### config.mk
export PLATFORM = sky130hd
export DESIGN_NAME = boundary_mode_gate_sequencer
export DESIGN_NICKNAME = d
export VERILOG_FILES = /design/src/pfc_pkg.sv /design/src/cond_if.sv /design/src/pin_conditioner.sv /design/src/boundary_mode_gate_sequencer.sv
export SDC_FILE = /design/constraint.sdc
export NUM_CORES = 1
export LEC_CHECK = 0
export ABC_AREA = 1
export BUFFER_PORTS_ARGS = -buffer_cell sky130_fd_sc_hd__clkbuf_2
export CAP_MARGIN = 10
export CORE_ASPECT_RATIO = 0.5
export CORE_UTILIZATION = 51
export DETAILED_ROUTE_END_ITERATION = 10
export GPL_TIMING_DRIVEN = 0
export PLACE_DENSITY = 0.8
export SLEW_MARGIN = 20
export SYNTH_ARGS = -nofsm -noshare
export SYNTH_HDL_FRONTEND = slang
export SYNTH_SLANG_ARGS = --single-unit
### constraint.sdc
create_clock -name clk -period 3.64 [get_ports clk]
set_clock_uncertainty 0.2 [all_clocks]
set_input_delay 0.364 -clock clk [delete_from_list [all_inputs] [get_ports clk]]
set_output_delay 0.364 -clock clk [all_outputs]
set_load 0.005 [all_outputs]
### src/pfc_pkg.sv
// What this block does
// - zero-current level sets above 1.5 V and clears below 1.4 V.
// - gate turns on at the falling edge of the zero-current level.
// - gate forced on after 150 us off without a valid event, startup too.
// - zero-current edges within 3.3 us of gate rise are ignored.
// - gate stays on until the ramp meets the error level or over-current, then off.
// - no gate switching while the error level is below 1.0 V.
// - after supply start, reference climbs in steps over 5 ms.
// - proportional control at startup, then 30 ms hand-over to compensator.
// - absent AC input resets soft-start and holds it until input returns.
// - over-current signal raised while current sense exceeds 0.8 V.
// - gate disabled above 2.675 V feedback, re-enabled 0.175 V lower.
// - operation disabled below 0.35 V feedback, 100 mV hysteresis.
// - operation enabled above 12 V supply, kept until 8.5 V.
`default_nettype none
package pfc_pkg;
   // ---------------------------------------------------------------
   // timing
   // ---------------------------------------------------------------
   localparam int CLK_PERIOD_NS = 10;
   localparam int RESTART_NS    = 150000;     // 150 us
   localparam int BLANK_NS      = 3300;       // 3.3 us
   localparam int SOFTSTART_NS  = 5000000;    // 5 ms
   localparam int HANDOVER_NS   = 30000000;   // 30 ms
   localparam int STEP_N        = 16;         // stair steps per ramp
   // least times round up
   localparam int RESTART_CYC   =
      (RESTART_NS + CLK_PERIOD_NS - 1) / CLK_PERIOD_NS;
   localparam int BLANK_CYC     =
      (BLANK_NS + CLK_PERIOD_NS - 1) / CLK_PERIOD_NS;
   // durations spread over the steps, rounded down
   localparam int SS_STEP_CYC   = SOFTSTART_NS / CLK_PERIOD_NS / STEP_N;
   localparam int HO_STEP_CYC   = HANDOVER_NS / CLK_PERIOD_NS / STEP_N;
   localparam int CNT_W         = 20;
   localparam int STEP_W        = 4;
   localparam logic [STEP_W-1:0] STEP_MAX = 4'hF;

   // ---------------------------------------------------------------
   // comparator pin indices
   // ---------------------------------------------------------------
   localparam int PIN_N        = 13;
   localparam int P_ZC_HI      = 0;  // above 1.5 V
   localparam int P_ZC_LO      = 1;  // above 1.4 V
   localparam int P_FB_OV      = 2;  // above 2.675 V
   localparam int P_FB_OV_REL  = 3;  // above 2.5 V
   localparam int P_FB_DIS     = 4;  // above 0.35 V
   localparam int P_FB_DIS_REL = 5;  // above 0.45 V
   localparam int P_VCC_START  = 6;  // above 12 V
   localparam int P_VCC_STOP   = 7;  // above 8.5 V
   localparam int P_COMP_MIN   = 8;  // error level above 1.0 V
   localparam int P_RAMP_MEET  = 9;  // ramp reached error level
   localparam int P_CS_LIM     = 10; // current sense above 0.8 V
   localparam int P_AC_ABSENT  = 11;
   localparam int P_OUT_RATED  = 12;

   // ---------------------------------------------------------------
   // register port
   // ---------------------------------------------------------------
   localparam int ADDR_W = 4;
   localparam logic [ADDR_W-1:0] REG_STATUS = 4'h0;
   localparam logic [ADDR_W-1:0] REG_CTRL   = 4'h4;
   localparam logic [ADDR_W-1:0] REG_STEPS  = 4'h8;
   localparam logic [31:0] CTRL_RESET = 32'h00000000;
   localparam int CTRL_SW_DISABLE = 0;
   localparam int ST_GATE     = 0;
   localparam int ST_VCC_ON   = 1;
   localparam int ST_OV       = 2;
   localparam int ST_FB_DIS   = 3;
   localparam int ST_OCP      = 4;
   localparam int ST_COMP_LOW = 5;
   localparam int ST_AC_ABS   = 6;
   localparam int ST_EXT_COMP = 7;

   typedef enum logic [2:0] {
      SS_IDLE, SS_RAMP, SS_PROP, SS_BLEND, SS_EXT
   } ss_state_t;
   typedef enum logic {G_OFF, G_ON} gate_state_t;
endpackage
`default_nettype wire

### src/cond_if.sv
`default_nettype none
// conditioned comparator levels passed to the sequencer
interface cond_if;
   logic zc_level;
   logic ov_trip;
   logic fb_disabled;
   logic vcc_on;
   logic comp_low;
   logic ramp_meet;
   logic ocp;
   logic ac_absent;
   logic out_rated;
   modport prod (output zc_level, ov_trip, fb_disabled, vcc_on,
                 comp_low, ramp_meet, ocp, ac_absent, out_rated);
   modport cons (input zc_level, ov_trip, fb_disabled, vcc_on,
                 comp_low, ramp_meet, ocp, ac_absent, out_rated);
endinterface
`default_nettype wire

### src/pin_conditioner.sv
`default_nettype none
module pin_conditioner
(
   // clock and reset
   input  wire logic                      clk,
   input  wire logic                      rst,
   // raw comparator levels
   input  wire logic [pfc_pkg::PIN_N-1:0] pins,
   // conditioned levels
   cond_if.prod                           c
);
   import pfc_pkg::*;

   logic [PIN_N-1:0] meta_r;
   logic [PIN_N-1:0] sync_r;
   logic             zc_r;
   logic             ov_r;
   logic             dis_r;
   logic             vcc_r;

   // ---------------------------------------------------------------
   // two-stage synchronisers, one per pin
   // ---------------------------------------------------------------
   genvar i;
   generate
      for (i = 0; i < PIN_N; i++)
      begin : g_sync
         always_ff @(posedge clk or posedge rst)
         begin
            if (rst)
            begin
               meta_r[i] <= 1'b0;
               sync_r[i] <= 1'b0;
            end
            else
            begin
               meta_r[i] <= pins[i];
               sync_r[i] <= meta_r[i];
            end
         end
      end
   endgenerate

   // ---------------------------------------------------------------
   // hysteresis latches from threshold pairs
   // ---------------------------------------------------------------
   always_ff @(posedge clk or posedge rst)
   begin
      if (rst)
      begin
         zc_r  <= 1'b0;
         ov_r  <= 1'b0;
         dis_r <= 1'b1;   // disabled until feedback proves present
         vcc_r <= 1'b0;
      end
      else
      begin
         if (sync_r[P_ZC_HI])
            zc_r <= 1'b1;
         else if (!sync_r[P_ZC_LO])
            zc_r <= 1'b0;
         if (sync_r[P_FB_OV])
            ov_r <= 1'b1;
         else if (!sync_r[P_FB_OV_REL])
            ov_r <= 1'b0;
         if (!sync_r[P_FB_DIS])
            dis_r <= 1'b1;
         else if (sync_r[P_FB_DIS_REL])
            dis_r <= 1'b0;
         if (sync_r[P_VCC_START])
            vcc_r <= 1'b1;
         else if (!sync_r[P_VCC_STOP])
            vcc_r <= 1'b0;
      end
   end

   // latched and plain levels after synchronisation
   assign c.zc_level    = zc_r;
   assign c.ov_trip     = ov_r;
   assign c.fb_disabled = dis_r;
   assign c.vcc_on      = vcc_r;
   assign c.comp_low    = !sync_r[P_COMP_MIN];
   assign c.ramp_meet   = sync_r[P_RAMP_MEET];
   assign c.ocp         = sync_r[P_CS_LIM];
   assign c.ac_absent   = sync_r[P_AC_ABSENT];
   assign c.out_rated   = sync_r[P_OUT_RATED];
endmodule
`default_nettype wire

### src/boundary_mode_gate_sequencer.sv
`default_nettype none
module boundary_mode_gate_sequencer
#(
   parameter logic [pfc_pkg::CNT_W-1:0] RESTART_CYC =
      pfc_pkg::CNT_W'(pfc_pkg::RESTART_CYC),
   parameter logic [pfc_pkg::CNT_W-1:0] SS_STEP_CYC =
      pfc_pkg::CNT_W'(pfc_pkg::SS_STEP_CYC),
   parameter logic [pfc_pkg::CNT_W-1:0] HO_STEP_CYC =
      pfc_pkg::CNT_W'(pfc_pkg::HO_STEP_CYC)
)
(
   // clock and reset
   input  wire logic                       clk,
   input  wire logic                       rst,
   // comparator inputs from the analog front end
   input  wire logic                       zc_above_hi,
   input  wire logic                       zc_above_lo,
   input  wire logic                       fb_above_ov,
   input  wire logic                       fb_above_ov_rel,
   input  wire logic                       fb_above_dis,
   input  wire logic                       fb_above_dis_rel,
   input  wire logic                       vcc_above_start,
   input  wire logic                       vcc_above_stop,
   input  wire logic                       comp_above_min,
   input  wire logic                       ramp_meets_comp,
   input  wire logic                       cs_above_limit,
   input  wire logic                       ac_absent,
   input  wire logic                       out_rated,
   // gate and loop control
   output logic                            gate,
   output logic                            output_overvoltage_trip,
   output logic                            ocp_trip,
   output logic [pfc_pkg::STEP_W-1:0]      ref_step,
   output logic [pfc_pkg::STEP_W-1:0]      blend_step,
   output logic                            ext_comp_sel,
   // register port
   input  wire logic [pfc_pkg::ADDR_W-1:0] addr,
   input  wire logic [31:0]                wdata,
   input  wire logic                       wr,
   input  wire logic                       rd,
   output logic [31:0]                     rdata
);
   import pfc_pkg::*;

   cond_if c_if ();

   logic [PIN_N-1:0]  pins;
   gate_state_t       gst_r;
   ss_state_t         ss_r;
   logic              zc_prev_r;
   logic [CNT_W-1:0]  off_cnt_r;
   logic [CNT_W-1:0]  blank_cnt_r;
   logic [CNT_W-1:0]  step_cnt_r;
   logic [STEP_W-1:0] ref_step_r;
   logic [STEP_W-1:0] blend_step_r;
   logic [31:0]       ctrl_r;
   logic [31:0]       rdata_r;
   logic              gate_r;
   logic              ov_out_r;
   logic              ocp_out_r;
   logic              ext_r;
   logic              zc_fall;
   logic              blank_done;
   logic              restart_due;
   logic              allowed;
   logic              turn_on;
   logic              turn_off;
   logic              step_tick;
   logic [31:0]       status;

   // ---------------------------------------------------------------
   // input conditioning
   // ---------------------------------------------------------------
   always_comb
   begin
      pins               = '0;
      pins[P_ZC_HI]      = zc_above_hi;
      pins[P_ZC_LO]      = zc_above_lo;
      pins[P_FB_OV]      = fb_above_ov;
      pins[P_FB_OV_REL]  = fb_above_ov_rel;
      pins[P_FB_DIS]     = fb_above_dis;
      pins[P_FB_DIS_REL] = fb_above_dis_rel;
      pins[P_VCC_START]  = vcc_above_start;
      pins[P_VCC_STOP]   = vcc_above_stop;
      pins[P_COMP_MIN]   = comp_above_min;
      pins[P_RAMP_MEET]  = ramp_meets_comp;
      pins[P_CS_LIM]     = cs_above_limit;
      pins[P_AC_ABSENT]  = ac_absent;
      pins[P_OUT_RATED]  = out_rated;
   end

   pin_conditioner u_cond
   (
      .clk  (clk),
      .rst  (rst),
      .pins (pins),
      .c    (c_if.prod)
   );

   // ---------------------------------------------------------------
   // gate permission and turn-on events
   // ---------------------------------------------------------------
   // falling edge of the zero-current level
   assign zc_fall     = zc_prev_r && !c_if.zc_level;
   // edges inside the blanking window are simply lost
   assign blank_done  = (blank_cnt_r >= CNT_W'(BLANK_CYC));
   // off time long enough to force a restart
   assign restart_due = (off_cnt_r >= RESTART_CYC);
   // every gate blocker except over-current in one term
   assign allowed     = c_if.vcc_on && !c_if.ov_trip &&
                        !c_if.fb_disabled && !c_if.comp_low &&
                        (ss_r != SS_IDLE) &&
                        !ctrl_r[CTRL_SW_DISABLE];
   assign turn_on     = allowed && !c_if.ocp &&
                        ((zc_fall && blank_done) || restart_due);
   // ramp match or over-current ends the pulse
   assign turn_off    = c_if.ramp_meet || c_if.ocp || !allowed;

   always_ff @(posedge clk or posedge rst)
   begin
      if (rst)
         zc_prev_r <= 1'b0;
      else
         zc_prev_r <= c_if.zc_level;
   end

   // ---------------------------------------------------------------
   // gate state machine
   // ---------------------------------------------------------------
   always_ff @(posedge clk or posedge rst)
   begin
      if (rst)
      begin
         gst_r  <= G_OFF;
         gate_r <= 1'b0;
      end
      else
      begin
         unique case (gst_r)
            G_OFF:
               if (turn_on)
               begin
                  gst_r  <= G_ON;
                  gate_r <= 1'b1;
               end
            G_ON:
               // off at once, stays off until next turn-on
               if (turn_off)
               begin
                  gst_r  <= G_OFF;
                  gate_r <= 1'b0;
               end
         endcase
      end
   end

   // ---------------------------------------------------------------
   // off-time restart counter
   // ---------------------------------------------------------------
   always_ff @(posedge clk or posedge rst)
   begin
      if (rst)
         off_cnt_r <= '0;
      else if (gst_r == G_ON || turn_on)
         off_cnt_r <= '0;
      // saturate so an expired timer waits for permission
      else if (!restart_due)
         off_cnt_r <= off_cnt_r + CNT_W'(1);
   end

   // ---------------------------------------------------------------
   // blanking window from the gate rising edge
   // ---------------------------------------------------------------
   always_ff @(posedge clk or posedge rst)
   begin
      if (rst)
         blank_cnt_r <= CNT_W'(BLANK_CYC);   // first start not blanked
      else if (gst_r == G_OFF && turn_on)
         blank_cnt_r <= '0;
      else if (!blank_done)
         blank_cnt_r <= blank_cnt_r + CNT_W'(1);
   end

   // ---------------------------------------------------------------
   // soft-start and compensator hand-over
   // ---------------------------------------------------------------
   always_comb
   begin
      step_tick = 1'b0;
      if (ss_r == SS_RAMP)
         step_tick = (step_cnt_r >= SS_STEP_CYC - CNT_W'(1));
      else if (ss_r == SS_BLEND)
         step_tick = (step_cnt_r >= HO_STEP_CYC - CNT_W'(1));
   end

   always_ff @(posedge clk or posedge rst)
   begin
      if (rst)
      begin
         ss_r         <= SS_IDLE;
         step_cnt_r   <= '0;
         ref_step_r   <= '0;
         blend_step_r <= '0;
      end
      // lost input or supply restarts the sequence
      else if (!c_if.vcc_on || c_if.ac_absent)
      begin
         ss_r         <= SS_IDLE;
         step_cnt_r   <= '0;
         ref_step_r   <= '0;
         blend_step_r <= '0;
      end
      else
      begin
         step_cnt_r <= step_tick ? '0 : step_cnt_r + CNT_W'(1);
         unique case (ss_r)
            SS_IDLE:
            begin
               ss_r       <= SS_RAMP;
               step_cnt_r <= '0;
            end
            // stair-step reference over the soft-start time
            SS_RAMP:
               if (step_tick)
               begin
                  if (ref_step_r == STEP_MAX)
                     ss_r <= SS_PROP;
                  else
                     ref_step_r <= ref_step_r + STEP_W'(1);
               end
            // proportional loop until output is rated
            SS_PROP:
               if (c_if.out_rated)
               begin
                  ss_r       <= SS_BLEND;
                  step_cnt_r <= '0;
               end
            SS_BLEND:
               if (step_tick)
               begin
                  if (blend_step_r == STEP_MAX)
                     ss_r <= SS_EXT;
                  else
                     blend_step_r <= blend_step_r + STEP_W'(1);
               end
            SS_EXT:
               step_cnt_r <= '0;
            default:
               ss_r <= SS_IDLE;
         endcase
      end
   end

   // ---------------------------------------------------------------
   // registered status outputs
   // ---------------------------------------------------------------
   always_ff @(posedge clk or posedge rst)
   begin
      if (rst)
      begin
         ov_out_r  <= 1'b0;
         ocp_out_r <= 1'b0;
         ext_r     <= 1'b0;
      end
      else
      begin
         ov_out_r  <= c_if.ov_trip;
         ocp_out_r <= c_if.ocp;
         ext_r     <= (ss_r == SS_EXT);
      end
   end

   assign gate                    = gate_r;
   assign output_overvoltage_trip = ov_out_r;
   assign ocp_trip                = ocp_out_r;
   assign ref_step                = ref_step_r;
   assign blend_step              = blend_step_r;
   assign ext_comp_sel            = ext_r;

   // ---------------------------------------------------------------
   // register port
   // ---------------------------------------------------------------
   always_comb
   begin
      status              = '0;
      status[ST_GATE]     = gate_r;
      status[ST_VCC_ON]   = c_if.vcc_on;
      status[ST_OV]       = c_if.ov_trip;
      status[ST_FB_DIS]   = c_if.fb_disabled;
      status[ST_OCP]      = c_if.ocp;
      status[ST_COMP_LOW] = c_if.comp_low;
      status[ST_AC_ABS]   = c_if.ac_absent;
      status[ST_EXT_COMP] = ext_r;
   end

   // software disable holds the gate off, like open feedback
   always_ff @(posedge clk or posedge rst)
   begin
      if (rst)
         ctrl_r <= CTRL_RESET;
      else if (wr && addr == REG_CTRL)
         ctrl_r <= {31'h00000000, wdata[CTRL_SW_DISABLE]};
   end

   // read data valid in the cycle after the strobe only
   always_ff @(posedge clk or posedge rst)
   begin
      if (rst)
         rdata_r <= '0;
      else if (rd)
      begin
         unique case (addr)
            REG_STATUS: rdata_r <= status;
            REG_CTRL:   rdata_r <= ctrl_r;
            REG_STEPS:  rdata_r <= {21'h000000, ss_r,
                                    blend_step_r, ref_step_r};
            default:    rdata_r <= '0;
         endcase
      end
      else
         rdata_r <= '0;
   end

   assign rdata = rdata_r;
endmodule
`default_nettype wire

; Yosys cells after proc, flatten, opt, wreduce, memory -nomap -nowiden
; Cells that the tools add are included.
[op_classes]
addsub = 5
n_lt_le_gt_ge = 4
eq_ne = 24
mux = 41
bitwise_logic = 1
reduce_logical = 35
[ops]
columns = operator, n
row1 = $mux 20, 7
row2 = $add 20x1->20 const B, 3
row3 = $pmux 20 s2, 1
row4 = $pmux 11 s3, 1
row5 = $mux 32, 1
row6 = $mux 4, 8
row7 = $ge 20x14->1 const B, 1
row8 = $ge 20x15->1 const B, 1
row9 = $ge 20x18->1 const B, 1
row10 = $ge 20x9->1 const B, 1
row11 = $mux 3, 6
row12 = $pmux 3 s5, 1
row13 = $mux 1, 14
row14 = $ne 2x2->1 const B, 7
row15 = $eq 4x4->1 const B, 3
row16 = $logic_and 1x1->1, 11
row17 = $ne 3x2->1 const B, 3
row18 = $add 4x1->4 const B, 2
row19 = $logic_not 1->1, 8
row20 = $ne 2x1->1 const B, 4
row21 = $eq 3x2->1 const B, 2
row22 = $ne 3x1->1 const B, 2
row23 = $reduce_and 3->1, 2
row24 = $reduce_and 6->1, 1
row25 = other kinds (12), 19
[totals]
ff_bits = 140
input_bits = 53
out_inout_bits = 44
elab_cells = 154

; Logic depth before layout (Yosys ltp)
[logic_depth]
word_depth = 10
depth_mapped = 14
mapped_depth_nobuf = 13

; Hierarchy
; A second synthesis with hierarchy kept.
[unflattened]
cells_unflattened = 678
area_unflattened_um2 = 5734.2
[modules_own_cells]
columns = module, n_inst, cells_each, area_each_um2, seq_area_each_um2
row1 = boundary_mode_gate_sequencer, 1, 634, 4929.7, 2232.1
row2 = pin_conditioner, 1, 44, 804.5, 752.0

; Worst setup path after synthesis
; OpenSTA, ideal clock, no wires.
[synth_timing]
path_kind = register to register
startpoint = reg blank_cnt_r[1]
endpoint = reg blank_cnt_r[4]
setup_ps = 114
arrival_time_ps = 1583
required_ps = 3326
slack_ps = 1743
path_stages_with_launch = 12
n_path_buf = 1
synth_period_minus_slack_ps = 1897
cell_sequence = dfstp_2 ha_1 nor2_1 nor2_1 o21bai_1 nand2_1 nand2_1 nand3_1 nand3_1 buf_4 nand3_1 inv_1
[synth_between]
elab_chain_len = 6
[synth_lines]
columns = element, line_no
row1 = from (decl), boundary_mode_gate_sequencer.sv:52  ; logic [CNT_W-1:0] blank_cnt_r;
row2 = from (signal assigned), boundary_mode_gate_sequencer.sv:177  ; blank_cnt_r <= CNT_W'(BLANK_CYC);
row3 = from (signal assigned), boundary_mode_gate_sequencer.sv:181  ; blank_cnt_r <= blank_cnt_r + CNT_W'(1);
row4 = $ge 20x9->1, boundary_mode_gate_sequencer.sv:106  ; assign blank_done = (blank_cnt_r >= CNT_W'(BLANK_CYC));
row5 = $logic_and 1x1->1, boundary_mode_gate_sequencer.sv:115  ; ((zc_fall && blank_done) || restart_due);
row6 = $logic_or 1x1->1, boundary_mode_gate_sequencer.sv:115
row7 = $logic_and 1x1->1, boundary_mode_gate_sequencer.sv:114  ; assign turn_on = allowed && !c_if.ocp &&
row8 = $logic_and 1x1->1, boundary_mode_gate_sequencer.sv:178  ; else if (gst_r == G_OFF && turn_on)
row9 = $ne 2x1->1 (no line) / $mux 20 (equally long branches), --
; Parallel ways exist; a longest one is shown, timed or not. The select of a mux whose other input is x is not followed.
; A chain may end at the register's enable or synchronous reset.

; Worst setup path in the final report
[layout_timing]
startpoint = reg blank_cnt_r[0]
endpoint = reg gst_r
[layout_between]
elab_chain_len = 6
[layout_lines]
columns = element, line_no
row1 = $ge 20x9->1, boundary_mode_gate_sequencer.sv:106
row2 = $logic_and 1x1->1, boundary_mode_gate_sequencer.sv:115
row3 = $logic_or 1x1->1, boundary_mode_gate_sequencer.sv:115
row4 = $logic_and 1x1->1, boundary_mode_gate_sequencer.sv:114
row5 = $mux 1, boundary_mode_gate_sequencer.sv:141  ; if (turn_on)
row6 = $pmux 1 s2, boundary_mode_gate_sequencer.sv:139  ; unique case (gst_r)
row7 = to (signal assigned), boundary_mode_gate_sequencer.sv:134  ; gst_r <= G_OFF;
row8 = to (signal assigned), boundary_mode_gate_sequencer.sv:143  ; gst_r <= G_ON;
row9 = to (signal assigned), boundary_mode_gate_sequencer.sv:150  ; gst_r <= G_OFF;
row10 = to (decl), boundary_mode_gate_sequencer.sv:48  ; gate_state_t gst_r;
; No other way between the ends.

==> results_tabular.tex <==
\begin{tabular}{lr}
\hline
Metric & Value \\
\hline
\multicolumn{2}{l}{\textbf{Placed design}} \\
\quad Placed Instance Area & 6410 sq um \\
\quad Placer's final routability congestion estimate & 0.926 \\
\quad HPWL after detailed placement & 8090 um \\
\quad Number of port buffers & 44 \\
\quad Worst-case setup slack after placement & 1420 ps \\
\multicolumn{2}{l}{\textbf{Power}} \\
\quad Standby leakage power & 3.61 nW \\
\quad Power per cell area & 444 nW/um\^{}2 \\
\quad Internal & 2.44 mW \\
\quad Total power & 3.17 mW \\
\quad Share of total power in combinational logic & 6.0\% \\
\quad Sequential group share of total power & 43.3\% \\
\quad Switching power of the nets & 0.723 mW \\
\quad Clock share of power & 50.7\% \\
\quad Net Sw Frac & 22.8\% \\
\quad Worst vdd rail ir drop & 0.318 mV \\
\multicolumn{2}{l}{\textbf{Worst setup path}} \\
\quad Worst endpoint required time & 3720 ps \\
\quad Startpoint Class & flop \\
\quad Data arrival, critical path & 2300 ps \\
\quad Worst setup path category & reg -> reg \\
\quad CP Capture Type & flop \\
\quad Cell at the slowest stage of the critical path & sky130\_fd\_sc\_hd\_\_dfrtp\_1 \\
\quad Worst-path maximum fanout & 10 \\
\quad Critical path, cell by cell & inv\_1 > ha\_1 > nor2\_1 > nor2\_1 > o21bai\_1 > nand2\_1 > nand2\_1 > nand3\_1 > nand3\_1 > buf\_2 > o21ai\_0 \\
\quad Critical path's top delay family & simple AND/OR/NAND/NOR gates \\
\quad Worst path buffer plus inverter count & 2 \\
\quad Slowest cell delay on critical path & 380 ps \\
\multicolumn{2}{l}{\textbf{Logic synthesis}} \\
\quad Post-synth EDFFs & 0 \\
\quad Mapped Area & 5830 sq um \\
\quad Fraction of synthesized cell area taken by the top area cell type & 48.9\% \\
\quad FF+latch count, synth & 119 \\
\quad Average footprint of a synthesized cell & 8.51 sq um \\
\quad Warnings, synthesis & 0 \\
\quad Most area-hungry cell type in the Yosys netlist & sky130\_fd\_sc\_hd\_\_dfrtp\_1 \\
\quad Cells after synthesis & 685 \\
\quad Post-synth top flop & sky130\_fd\_sc\_hd\_\_dfrtp\_1 \\
\quad Post-synthesis sequential area ratio & 51.2\% \\
\quad Distinct cell type count of the synthesized netlist & 43 \\
\quad Area contributors post-synth & sky130\_fd\_sc\_hd\_\_dfrtp\_1 49\%, sky130\_fd\_sc\_hd\_\_nand2\_1 8.4\%, sky130\_fd\_sc\_hd\_\_inv\_1 7.1\% \\
\quad Post-synth ARST share & 100\% \\
\multicolumn{2}{l}{\textbf{Cells and area}} \\
\quad Area of all placed cells without fillers & 7140 sq um \\
\quad Final nets & 849 \\
\quad Antenna diode count & 0 \\
\quad Layout-stage area growth over the synthesis result & 22.4\% \\
\quad Number of fill cells & 852 \\
\quad Fraction of final layout cells sized beyond drive strength 1 & 18.5\% \\
\multicolumn{2}{l}{\textbf{Timing}} \\
\quad Final Max Slew Viols & 0 \\
\quad Time the worst path needs with I/O delays and setup & 2220 ps \\
\quad Tightest slew margin relative to the limit & 60.6\% \\
\quad Final worst hold slack & 36.5 ps \\
\quad Worst-margin pin slew & 589 ps \\
\quad Post-Route Setup TNS & 0 ps \\
\quad Highest clock frequency the design can meet & 0.450 GHz \\
\quad Unrepaired setup endpoints after global routing & no \\
\quad Count of final setup violators & 0 \\
\quad Share of the clock period used by the worst path & 61.1\% \\
\quad Setup slack after layout & 1420 ps \\
\quad Final count of hold timing violations & 0 \\
\multicolumn{2}{l}{\textbf{Clock tree}} \\
\quad CTS H-tree lvls & 4 \\
\quad Skew-Pair Late Insertion Delay & 410 ps \\
\quad Clock tree from TritonCTS & done \\
\quad Buffers inserted during post-CTS setup optimization & 0 \\
\quad CTS root buf & sky130\_fd\_sc\_hd\_\_clkbuf\_16 \\
\quad CTS max path bufs & 2 \\
\quad Clock-pin slew of the registers on the worst-case setup and hold paths & 50 ps \\
\quad Number of clock sinks seen by CTS & 119 \\
\quad CTS Buf Count & 17 \\
\multicolumn{2}{l}{\textbf{Route}} \\
\quad Via count normalized by instance count & 5.06 \\
\quad Total number of vias & 4,777 \\
\quad Post-detailed-route wirelength per cell & 12.7 um \\
\quad Sum of routed wire length over all layers & 12,000 um \\
\quad First drt pass iteration count & 5 \\
\quad Residual DRC count & 0 \\
\quad Antenna Violating Nets Remaining & 0 \\
\quad Iteration-0 DRC count of the detailed router & 262 \\
\multicolumn{2}{l}{\textbf{Run status}} \\
\quad Status & finished clean \\
\multicolumn{2}{l}{\textbf{Floorplanning}} \\
\quad I/O pin count & 97 \\
\quad Initial core utilization & 52.8\% \\
\quad Count of standard-cell rows & 27 \\
\quad Die boundary height & 77.6 um \\
\quad Standard cell core area & 11,000 sq um \\
\quad Total Die Area & 11,900 sq um \\
\quad Die X-Extent & 153 um \\
\multicolumn{2}{l}{\textbf{Global route}} \\
\quad Largest net degree at the start of global routing & 31 \\
\quad Antenna violations before repair & 0 \\
\quad All-Layer GR Usage & 22.0\% \\
\quad Sum of overflow across all layers after global routing & 0 \\
\quad Vias in the first global route & 4,554 \\
\quad Global-route wire length before repair & 20,600 um \\
\multicolumn{2}{l}{\textbf{Flow run}} \\
\quad Maxcap violations & 0 \\
\multicolumn{2}{l}{\textbf{Min path}} \\
\quad Worst Hold Class & in -> reg \\
\hline
\end{tabular}
## tightest hold or removal path: stages
cell and delay (ps):
sky130_fd_sc_hd__clkbuf_2 80, sky130_fd_sc_hd__nor2_1 40, sky130_fd_sc_hd__a21oi_1 110
## logic make-up (layout without fill, tap and decap cells)
group	after synthesis	in the layout	synth area share (%)
AO/OA/AOI/OAI	42	42	4.46
XOR/XNOR	20	20	3.00
adder cells (fa/ha/maj)	9	9	1.93
buffers and inverters	143	237	11.0
flip-flops	119	119	51.2
other	1	21	0.0643
AND/OR/NAND/NOR	351	351	28.3
## area by class of cell
type                    count  area (sq um)  area share [%]
flip-flops and latches    119          2980            41.8
repair buffers             63           473            6.63
multi-input cells         443          2280            31.9
clock inverters            12           130            1.82
clock buffers              19           443            6.21
well taps                 145           181            2.54
plain buffers              26           201            2.82
inverters                 117           445            6.24
## power by group through the flow
stage	Sequential [mW]	Clock, mW	Combinational, mW
3_3_place_gp	1.39	0	0.159
5_1_grt	1.37	1.69	0.213
3_5_place_dp	1.39	0	0.176
4_1_cts	1.37	1.62	0.190
6_report	1.37	1.61	0.191
2_1_floorplan	1.39	0	0.121
## cells in the final DEF (no fill, tap or decap), types with 4 or more instances in the layout
| cell type | instances |
|---|---|
| sky130_fd_sc_hd__dfstp_2 | 5 |
| sky130_fd_sc_hd__nor2_2 | 8 |
| sky130_fd_sc_hd__ha_1 | 9 |
| sky130_fd_sc_hd__a21oi_1 | 6 |
| sky130_fd_sc_hd__buf_4 | 23 |
| sky130_fd_sc_hd__nor3_1 | 19 |
| sky130_fd_sc_hd__nor2_1 | 83 |
| sky130_fd_sc_hd__o21ai_1 | 4 |
| sky130_fd_sc_hd__inv_1 | 110 |
| sky130_fd_sc_hd__nand3_1 | 55 |
| sky130_fd_sc_hd__clkbuf_2 | 44 |
| sky130_fd_sc_hd__dlygate4sd3_1 | 15 |
| sky130_fd_sc_hd__o22ai_1 | 5 |
| sky130_fd_sc_hd__nand2_1 | 130 |
| sky130_fd_sc_hd__clkbuf_16 | 17 |
| sky130_fd_sc_hd__xor2_1 | 18 |
| sky130_fd_sc_hd__conb_1 | 21 |
| sky130_fd_sc_hd__nor2_4 | 8 |
| sky130_fd_sc_hd__clkinvlp_4 | 6 |
| sky130_fd_sc_hd__nand4_1 | 25 |
| sky130_fd_sc_hd__nand2_2 | 5 |
| sky130_fd_sc_hd__o21ai_0 | 14 |
| sky130_fd_sc_hd__dfrtp_1 | 114 |
| sky130_fd_sc_hd__o21bai_1 | 5 |
## what timing repair did
action                                  CTS  global route
endpoints found under the setup margin    0             0
resized for setup                         0             0
hold buffers                             15             0
endpoints found under the hold margin    37             0
## synthesized netlist by cell type (4+ instances only)
cell / n
sky130_fd_sc_hd__nand2_2: 5
sky130_fd_sc_hd__o22ai_1: 5
sky130_fd_sc_hd__nand2_1: 130
sky130_fd_sc_hd__nor2_2: 8
sky130_fd_sc_hd__nor2_4: 8
sky130_fd_sc_hd__nand3_1: 55
sky130_fd_sc_hd__o21bai_1: 5
sky130_fd_sc_hd__inv_1: 111
sky130_fd_sc_hd__dfstp_2: 5
sky130_fd_sc_hd__buf_4: 23
sky130_fd_sc_hd__o21ai_1: 4
sky130_fd_sc_hd__nor3_1: 19
sky130_fd_sc_hd__ha_1: 9
sky130_fd_sc_hd__nand4_1: 25
sky130_fd_sc_hd__nor2_1: 83
sky130_fd_sc_hd__xor2_1: 18
sky130_fd_sc_hd__dfrtp_1: 114
sky130_fd_sc_hd__a21oi_1: 6
sky130_fd_sc_hd__o21ai_0: 14
## metal layers
metal | GRT usage [%] | part of all wire [%] | vias up
li1 | - | - | 2320
met1 | 27.1 | 44 | 2295
met2 | 37.6 | 49 | 140
met3 | 5.36 | 4.9 | 22
met4 | 8.69 | 1.5 | 0
met5 | 0 | 0 | -
## path summary, 6_finish.rpt
check                      slack [ps]  depth (start not counted)                   end        startpoint
min                                40                          3             ctrl_r[0]          wdata[0]
max reg2reg                      1420                         11                 gst_r    blank_cnt_r[0]
min in group asynchronous         370                          3      u_cond.sync_r[0]               rst
max in group asynchronous        1920                          6  u_cond.c.fb_disabled               rst
min reg2reg                       140                          0      u_cond.sync_r[5]  u_cond.meta_r[5]
max                              1420                         11                 gst_r    blank_cnt_r[0]
## stage by stage
stage | std cells | utilization [%]
after floorplan | 705 | -
after global placement | 894 | 57.1
after detailed placement | 898 | 58.1
after CTS | 944 | 64.6
after global routing | 944 | 64.6
final | 944 | 64.6
## sequential cells by signal, summed over array words and instances, names as in the netlist, 4 cells and up
| register | cells |
|---|---|
| blend_step | 4 |
| u_cond.meta_r | 13 |
| blank_cnt_r | 20 |
| u_cond.sync_r | 9 |
| off_cnt_r | 20 |
| ref_step | 4 |
| step_cnt_r | 20 |
| rdata | 11 |
Power figures use the tool's default switching activity.
